### config.mk
export PLATFORM = sky130hd
export DESIGN_NAME = ccs_common_regs
export DESIGN_NICKNAME = d
export VERILOG_FILES = /design/src/logic/ccs_pkg.sv /design/src/logic/ccs_nvm_seq.sv /design/src/logic/ccs_rst_gen.sv /design/src/logic/ccs_common_regs.sv
export SDC_FILE = /design/constraint.sdc
export NUM_CORES = 1
export LEC_CHECK = 0
export BUFFER_PORTS_ARGS = -buffer_cell sky130_fd_sc_hd__buf_2
export CAP_MARGIN = 20
export CORE_ASPECT_RATIO = 0.7
export CORE_MARGIN = 2
export CORE_UTILIZATION = 43
export CTS_CLUSTER_DIAMETER = 60
export DETAILED_ROUTE_END_ITERATION = 6
export PLACE_DENSITY_LB_ADDON = 0.05
export SYNTH_ARGS = -nofsm -noshare
export SYNTH_HDL_FRONTEND = slang
export SYNTH_SLANG_ARGS = --single-unit
### constraint.sdc
create_clock -name clk -period 1.89 [get_ports clk]
set_clock_uncertainty 0.05 [all_clocks]
set_input_delay 0.378 -clock clk [delete_from_list [all_inputs] [get_ports clk]]
set_output_delay 0.378 -clock clk [all_outputs]
set_load 0.02 [all_outputs]
### src/logic/ccs_pkg.sv
// Behaviour
// - lock bit 14 of global setup blocks register modification
// - unlock field is trigger bits 15-12; only 0101 arms unlocking
// - input converter power field bits 11-10 selects four power modes
// - second output power field bits 2-1 selects four power modes
// - global setup sits at 1Fh and resets to 03F9h
// - trigger register sits at 20h and resets to 0000h
// - 1010 in trigger bits 11-8 causes full reset; field self-clears
// - trigger bit 1 starts storing settings; bit clears itself
// - trigger bit 0 reloads stored settings; bit clears itself
// - pwm run at 21h resets 0001h; machine sets, zero write halts
// - status bit 15 flags factory load crc failure; reset clears it
// - status bit 14 flags user load crc failure; soft reset clears
// - status bits 12 and 9 show channel zero and one busy
// - status bit 8 shows nonvolatile memory unavailable
// - status at 22h holds part id in 7-2 and zero revision
// - registers are sixteen bits at the listed serial addresses
`default_nettype none

package ccs_pkg;

  localparam int unsigned CLK_PERIOD_NS = 40;

  localparam logic [7:0] ADDR_GLOBAL_SETUP = 8'h1f;
  localparam logic [7:0] ADDR_ACTION_TRIGGER = 8'h20;
  localparam logic [7:0] ADDR_PWM_RUN_CONTROL = 8'h21;
  localparam logic [7:0] ADDR_DEVICE_STATUS = 8'h22;

  localparam logic [15:0] RST_GLOBAL_SETUP = 16'h03f9;
  localparam logic [15:0] RST_ACTION_TRIGGER = 16'h0000;
  localparam logic [15:0] RST_PWM_RUN_CONTROL = 16'h0001;

  localparam int unsigned LOCK_BIT = 14;
  localparam int unsigned INT_REF_BIT = 12;
  localparam int unsigned CONV_PWR_LSB = 10;
  localparam int unsigned OUT1_PWR_LSB = 1;
  localparam int unsigned UNLOCK_LSB = 12;
  localparam int unsigned RESET_LSB = 8;
  localparam int unsigned PROG_BIT = 1;
  localparam int unsigned RELOAD_BIT = 0;
  localparam int unsigned PWM_RUN_BIT = 0;
  localparam int unsigned ST_FACTORY_CRC = 15;
  localparam int unsigned ST_USER_CRC = 14;
  localparam int unsigned ST_FIXED_ONE = 13;
  localparam int unsigned ST_CH0_BUSY = 12;
  localparam int unsigned ST_CH1_BUSY = 9;
  localparam int unsigned ST_STORE_BUSY = 8;
  localparam int unsigned ST_PART_LSB = 2;

  localparam logic [3:0] UNLOCK_KEY = 4'h5;
  localparam logic [3:0] SOFT_RESET_KEY = 4'ha;
  localparam logic [1:0] REVISION_VALUE = 2'h0;

  // soft reset request held toward the rest of the device
  localparam int unsigned SRST_TIME_NS = 160;
  localparam int unsigned SRST_CYCLES =
    (SRST_TIME_NS + CLK_PERIOD_NS - 1) / CLK_PERIOD_NS;

  typedef enum logic [2:0] {
    CCS_IDLE = 3'b001,
    CCS_PROG = 3'b010,
    CCS_LOAD = 3'b100
  } ccs_nvm_state_t;

  function automatic logic ccs_hit(input logic [7:0] addr,
                                   input logic [7:0] target);
    ccs_hit = (addr == target);
  endfunction : ccs_hit

endpackage : ccs_pkg

`default_nettype wire

### src/logic/ccs_nvm_seq.sv
`default_nettype none

module ccs_nvm_seq
  import ccs_pkg::*;
(
  input wire logic clk,
  input wire logic rstn,
  input wire logic abort,
  input wire logic prog_req,
  input wire logic reload_req,
  input wire logic nvm_done,
  input wire logic nvm_crc_err,
  output logic prog_start,
  output logic reload_start,
  output logic busy,
  output logic prog_pending,
  output logic reload_pending,
  output logic load_ok,
  output logic load_fail
);

  ccs_nvm_state_t state_q, state_d;
  logic idle;

  assign idle = (state_q == CCS_IDLE);

  always_comb begin
    state_d = state_q;
    case (state_q)
      CCS_IDLE: begin
        // store has priority when both triggers arrive together
        if (!abort && prog_req) begin
          state_d = CCS_PROG;
        end else if (!abort && reload_req) begin
          state_d = CCS_LOAD;
        end
      end
      CCS_PROG, CCS_LOAD: begin
        if (abort || nvm_done) begin
          state_d = CCS_IDLE;
        end
      end
      default: begin
        state_d = CCS_IDLE;
      end
    endcase
  end

  always_ff @(posedge clk or negedge rstn) begin
    if (!rstn) begin
      state_q <= CCS_IDLE;
    end else begin
      state_q <= state_d;
    end
  end

  assign prog_start = idle && !abort && prog_req;
  assign reload_start = idle && !abort && !prog_req && reload_req;
  assign busy = !idle;
  assign prog_pending = (state_q == CCS_PROG);
  assign reload_pending = (state_q == CCS_LOAD);
  assign load_ok = reload_pending && nvm_done && !nvm_crc_err && !abort;
  assign load_fail = reload_pending && nvm_done && nvm_crc_err && !abort;

endmodule : ccs_nvm_seq

`default_nettype wire

### src/logic/ccs_rst_gen.sv
`default_nettype none

module ccs_rst_gen
  import ccs_pkg::*;
#(
  parameter int unsigned HOLD_CYCLES = SRST_CYCLES
) (
  input wire logic clk,
  input wire logic rstn,
  input wire logic trigger,
  output logic por_request
);

  localparam int unsigned CW = $clog2(HOLD_CYCLES + 1);

  logic [CW-1:0] cnt_q, cnt_d;

  always_comb begin
    cnt_d = cnt_q;
    if (trigger) begin
      cnt_d = CW'(HOLD_CYCLES);
    end else if (cnt_q != '0) begin
      cnt_d = cnt_q - 1'b1;
    end
  end

  always_ff @(posedge clk or negedge rstn) begin
    if (!rstn) begin
      cnt_q <= '0;
    end else begin
      cnt_q <= cnt_d;
    end
  end

  assign por_request = (cnt_q != '0);

endmodule : ccs_rst_gen

`default_nettype wire

### src/logic/ccs_common_regs.sv
`default_nettype none

module ccs_common_regs
  import ccs_pkg::*;
#(
  // arbitrary neutral identifier value
  parameter logic [5:0] PART_ID = 6'h2a,
  parameter int unsigned SRST_HOLD = SRST_CYCLES
) (
  input wire logic clk,
  input wire logic rstn,
  input wire logic reg_wr,
  input wire logic reg_rd,
  input wire logic [7:0] reg_addr,
  input wire logic [15:0] reg_wdata,
  output logic [15:0] reg_rdata,
  output logic reg_rvalid,
  input wire logic sm_pwm_set,
  input wire logic ch0_busy,
  input wire logic ch1_busy,
  input wire logic otp_load_done,
  input wire logic otp_crc_err,
  input wire logic nvm_done,
  input wire logic nvm_crc_err,
  input wire logic [15:0] nvm_load_data,
  output logic store_program_trigger_start,
  output logic store_reload_trigger_start,
  output logic [15:0] nvm_store_data,
  output logic int_ref_en,
  output logic [1:0] input_conv_power_sel,
  output logic [1:0] out1_power_sel,
  output logic register_lock_bit,
  output logic pwm_run,
  output logic store_busy_flag,
  output logic por_request
);

  logic [15:0] global_setup_q, global_setup_d;
  logic unlock_armed_q, unlock_armed_d;
  logic pwm_run_q, pwm_run_d;
  logic factory_crc_q, factory_crc_d;
  logic user_crc_q, user_crc_d;
  logic [15:0] rdata_q, rdata_d;
  logic rvalid_q, rvalid_d;

  logic wr_setup, wr_trig, wr_pwm;
  logic locked, key_ok;
  logic srst_go, prog_req, reload_req;
  logic busy, prog_pending, reload_pending;
  logic load_ok, load_fail;
  logic [15:0] trig_view, pwm_view, status_view;

  // decode of serial register writes

  assign wr_setup = reg_wr && ccs_hit(reg_addr, ADDR_GLOBAL_SETUP);
  assign wr_trig = reg_wr && ccs_hit(reg_addr, ADDR_ACTION_TRIGGER);
  assign wr_pwm = reg_wr && ccs_hit(reg_addr, ADDR_PWM_RUN_CONTROL);

  assign locked = global_setup_q[LOCK_BIT];
  assign key_ok = (reg_wdata[UNLOCK_LSB +: 4] == UNLOCK_KEY);

  // a soft reset outranks store and reload in the same write
  assign srst_go = wr_trig && !locked &&
                   (reg_wdata[RESET_LSB +: 4] == SOFT_RESET_KEY);
  assign prog_req = wr_trig && !locked && !srst_go &&
                    reg_wdata[PROG_BIT];
  assign reload_req = wr_trig && !locked && !srst_go &&
                      reg_wdata[RELOAD_BIT];

  // store / reload sequencing; a trigger while busy is dropped

  ccs_nvm_seq u_nvm_seq (
    .clk(clk),
    .rstn(rstn),
    .abort(srst_go),
    .prog_req(prog_req),
    .reload_req(reload_req),
    .nvm_done(nvm_done),
    .nvm_crc_err(nvm_crc_err),
    .prog_start(store_program_trigger_start),
    .reload_start(store_reload_trigger_start),
    .busy(busy),
    .prog_pending(prog_pending),
    .reload_pending(reload_pending),
    .load_ok(load_ok),
    .load_fail(load_fail)
  );

  ccs_rst_gen #(
    .HOLD_CYCLES(SRST_HOLD)
  ) u_rst_gen (
    .clk(clk),
    .rstn(rstn),
    .trigger(srst_go),
    .por_request(por_request)
  );

  // global setup and lock

  always_comb begin
    global_setup_d = global_setup_q;
    unlock_armed_d = unlock_armed_q;
    if (srst_go) begin
      global_setup_d = RST_GLOBAL_SETUP;
      unlock_armed_d = 1'b0;
    end else if (load_ok) begin
      global_setup_d = nvm_load_data;
    end else if (wr_setup) begin
      if (!locked) begin
        // reserved fields are stored as written; host keeps them
        global_setup_d = reg_wdata;
      end else if (unlock_armed_q && !reg_wdata[LOCK_BIT]) begin
        // only the lock bit moves while locked
        global_setup_d[LOCK_BIT] = 1'b0;
        unlock_armed_d = 1'b0;
      end
    end
    // the key counts only while locked, so a stale key cannot linger
    if (!srst_go && wr_trig && locked && key_ok) begin
      unlock_armed_d = 1'b1;
    end
  end

  always_ff @(posedge clk or negedge rstn) begin
    if (!rstn) begin
      global_setup_q <= RST_GLOBAL_SETUP;
      unlock_armed_q <= 1'b0;
    end else begin
      global_setup_q <= global_setup_d;
      unlock_armed_q <= unlock_armed_d;
    end
  end

  assign register_lock_bit = global_setup_q[LOCK_BIT];
  assign int_ref_en = global_setup_q[INT_REF_BIT];
  assign input_conv_power_sel = global_setup_q[CONV_PWR_LSB +: 2];
  assign out1_power_sel = global_setup_q[OUT1_PWR_LSB +: 2];
  assign nvm_store_data = global_setup_q;

  // pwm run flag: the machine's set wins over a host clear

  always_comb begin
    pwm_run_d = pwm_run_q;
    if (srst_go) begin
      pwm_run_d = RST_PWM_RUN_CONTROL[PWM_RUN_BIT];
    end else if (sm_pwm_set) begin
      pwm_run_d = 1'b1;
    end else if (wr_pwm && !locked && !reg_wdata[PWM_RUN_BIT]) begin
      pwm_run_d = 1'b0;
    end
  end

  always_ff @(posedge clk or negedge rstn) begin
    if (!rstn) begin
      pwm_run_q <= RST_PWM_RUN_CONTROL[PWM_RUN_BIT];
    end else begin
      pwm_run_q <= pwm_run_d;
    end
  end

  assign pwm_run = pwm_run_q;

  // crc failure flags; a factory failure in the reset cycle still sticks, a user one is dropped

  always_comb begin
    factory_crc_d = (factory_crc_q && !srst_go) ||
                    (otp_load_done && otp_crc_err);
    user_crc_d = (user_crc_q && !srst_go) || load_fail;
  end

  always_ff @(posedge clk or negedge rstn) begin
    if (!rstn) begin
      factory_crc_q <= 1'b0;
      user_crc_q <= 1'b0;
    end else begin
      factory_crc_q <= factory_crc_d;
      user_crc_q <= user_crc_d;
    end
  end

  assign store_busy_flag = busy;

  // read views

  always_comb begin
    trig_view = RST_ACTION_TRIGGER;
    // trigger bits read back one until the operation finishes
    trig_view[PROG_BIT] = prog_pending;
    trig_view[RELOAD_BIT] = reload_pending;
    pwm_view = 16'h0000;
    pwm_view[PWM_RUN_BIT] = pwm_run_q;
    status_view = 16'h0000;
    status_view[ST_FACTORY_CRC] = factory_crc_q;
    status_view[ST_USER_CRC] = user_crc_q;
    status_view[ST_FIXED_ONE] = 1'b1;
    status_view[ST_CH0_BUSY] = ch0_busy;
    status_view[ST_CH1_BUSY] = ch1_busy;
    status_view[ST_STORE_BUSY] = busy;
    status_view[ST_PART_LSB +: 6] = PART_ID;
    status_view[1:0] = REVISION_VALUE;
  end

  always_comb begin
    rdata_d = rdata_q;
    rvalid_d = reg_rd;
    if (reg_rd) begin
      // unmapped addresses answer zero
      rdata_d = 16'h0000;
      if (ccs_hit(reg_addr, ADDR_GLOBAL_SETUP)) begin
        rdata_d = global_setup_q;
      end else if (ccs_hit(reg_addr, ADDR_ACTION_TRIGGER)) begin
        rdata_d = trig_view;
      end else if (ccs_hit(reg_addr, ADDR_PWM_RUN_CONTROL)) begin
        rdata_d = pwm_view;
      end else if (ccs_hit(reg_addr, ADDR_DEVICE_STATUS)) begin
        rdata_d = status_view;
      end
    end
  end

  always_ff @(posedge clk or negedge rstn) begin
    if (!rstn) begin
      rdata_q <= 16'h0000;
      rvalid_q <= 1'b0;
    end else begin
      rdata_q <= rdata_d;
      rvalid_q <= rvalid_d;
    end
  end

  assign reg_rdata = rdata_q;
  assign reg_rvalid = rvalid_q;
endmodule : ccs_common_regs

`default_nettype wire

==> reports/metrics.cfg <==
[status]
status = finished, violations left
violations = setup timing

[synth]
synth_top_area_frac = 0.361
synthesis.area_sq_um = 2290
yosys_warnings = 0
synthAdderAreaFrac = 0.0109
synth_seq_cells = 43
synth_xor_area_frac = 0.00383
synthMuxAreaShare = 0.0350
synth_ff_type = dfrtp_1
synth_top_family_by_area = simple AND/OR/NAND/NOR gates
synth_compound_area_frac = 0.171
syn_inst = 226
synth.distinct_cells = 47
synth.largest_area_cell = dfrtp_1
synth_area_leaders = dfrtp_1, dfstp_2, nor2_1
synth_enable_flop_cells = 0
avgSynthCellArea_sq_um = 10.1
synth-simple-area-share = 0.236
postSynth.asyncResetShare = 1.00
synth_most_common_cell = nor2_1
synth_commonest_cells = nor2_1, dfrtp_1, a211oi_1
yosysSeqAreaShare = 0.476
mappedNetlistNets = 279

[placement]
place_inst = 405
place.gp.congestion = 0.839
dp_hpwl_mm = 4.80
place.port_buffers = 94

[pwr]
p_leak_nw = 1.61
max-vdd-ir-drop_mv = 0.451
p_per_area_nw_per_um2 = 698

[die]
start_util = 0.442
die_y_um = 65
floorplan.io_pins = 95
dieArea_sq_um = 5920
core_area_sq_um = 5170
rows = 22
die_w_um = 91.1

[timing]
tightest_slew_ns = 0.532
hold_violations = 0
slew_violations = 0
fmax_mhz = 478
setup_ws_ns = -0.201
tns_ns = -0.530
slew-limit-headroom = 0.645
setup_violations = 3
fin_crit_sh = 1.11
min_period_ns = 2.09
rsz0062_at_grt = yes

[grt]
grt_max_degree = 34
grt-ovfl-total = 0
grt_pass1_wl_mm = 10.2
grt_pass1_vias = 2017
grt_usage = 0.227
antenna_found_initial = 0

[cts]
clock_latency_ns = 0.30
clock-sinks = 43
clk_root_buffer_cell = clkbuf_8
cts_made_buffers = 5
path_clk_slew_ns = 0.08
cts_htree_levels = 2
cts.path.max_buffers = 2
tritoncts = yes

[setup_path]
end_kind = output pin
critPathKind = reg -> out
required_ns = 1.46
crit_path_max_fanout = 2
arrival_ns = 1.66
r2r_slack_ns = 0.19
start_kind = register

[hold_path]
hp-class = in -> reg

[route]
drt_wl_total_mm = 6.24
route.detailed.drc = 0
drt_iter0_markers = 66
via_count = 2128
viasPerCell = 5.12
firstDrtPassIters = 5
wl_per_cell_um = 15.0
antenna_left = 0

[cells_and_area]
area_growth_pct = 39.4
nets = 396
layout-drive-gt1-share = 0.474
fillCellCount = 475
diodes = 0
stdcell_count = 416

[run]
cap_viol_max_count = 0

kinds of logic after synthesis:
logic type / after synthesis
buf+inv: 30
mux: 8
fa+ha+maj: 2
compound gates: 60
flops: 43
xor+xnor: 1
simple gates: 82
registers in the layout, summed over array words and instances, names as in the netlist:
signal / cells
reg_rvalid: 1
reg_rdata: 16
unlock_armed_q: 1
u_nvm_seq.state_q: 3
pwm_run: 1
u_rst_gen.cnt_q: 3
user_crc_q: 1
nvm_store_data: 16
factory_crc_q: 1
layer usage:
layer  vias to the layer above  wire, um  global-route usage
li1                       1064         -                   -
met1                       982      3010               0.328
met2                        75      2720               0.344
met3                         7       437              0.0453
met4                         0        69              0.0682
met5                         -         0                   0
critical path, cell delays in order, from the launching register on:
cell,delay [ns]
dfstp_2,0.53
or3b_4,0.39
nor2_4,0.11
and4_4,0.22
buf_6,0.11
power by group:
part / internal (mW) / switching (mW) / total (mW)
combinational: 0.197 / 0.255 / 0.453
sequential: 0.998 / 0.0469 / 1.04
clock: 0.394 / 0.332 / 0.725
total: 1.59 / 0.634 / 2.22
what timing repair did:
action	4_1_cts	5_1_grt
hold buffers	1	0
resized for setup	12	3
pin swaps	3	0
setup buffers	2	0
hold endpoints to repair	18	0
endpoints found under the setup margin	3	4
final cells by class:
class / instances / area [sq um] / area share
repair buffers: 130 / 785 / 0.246
flip-flops and latches: 43 / 1090 / 0.342
multi-input cells: 153 / 1070 / 0.337
clock buffers: 5 / 68.8 / 0.0216
well taps: 72 / 90.1 / 0.0283
clock inverters: 3 / 43.8 / 0.0137
inverters: 10 / 37.5 / 0.0118
through the flow:
stage	hold slack [ns]	util	worst slack [ns]	cell area, sq um	power, mW
finish	0.213	0.616	-0.201	3190	2.22
global route	0.214	0.616	-0.261	3190	2.36
CTS	0.218	0.613	-0.208	3170	2.22
detailed placement	0.316	0.579	-0.214	3000	1.49
global placement	0.323	0.579	-0.204	3000	1.48
floorplan	0.0324	-	-0.233	2290	1.31
cell usage in the layout, fill, tap and decap left out, drive strengths merged, types with 2 or more instances in the layout:
cell type,netlist,routed
o21ai,12,12
a31oi,2,2
dfstp,10,10
dfrtp,33,33
inv,10,10
and4b,2,2
and4,9,9
buf,14,129
nor2b,3,3
a211oi,16,16
a22oi,6,6
a21oi,15,15
nand3,9,9
nor4,3,3
mux2i,8,8
ha,2,2
nor3b,3,3
or2,3,3
nor2,35,35
and4bb,2,2
clkbuf,6,5
clkinv,0,2
nand4,2,2
final timing paths:
kind / depth (start not counted) / start / end
setup reg to reg: 6 / u_nvm_seq.state_q[0]$_DFFE_PN1P_ / u_nvm_seq.state_q[2]$_DFFE_PN0P_
hold / removal: 2 / sm_pwm_set / pwm_run$_DFFE_PN1P_
min in group asynchronous: 2 / rstn / nvm_store_data[14]$_DFFE_PN0P_
setup / recovery: 4 / u_nvm_seq.state_q[0]$_DFFE_PN1P_ / store_program_trigger_start
hold reg to reg: 2 / reg_rdata[4]$_DFFE_PN0P_ / reg_rdata[4]$_DFFE_PN0P_
max in group asynchronous: 3 / rstn / nvm_store_data[4]$_DFFE_PN1P_
No activity file was read; power rests on OpenSTA's default activity.
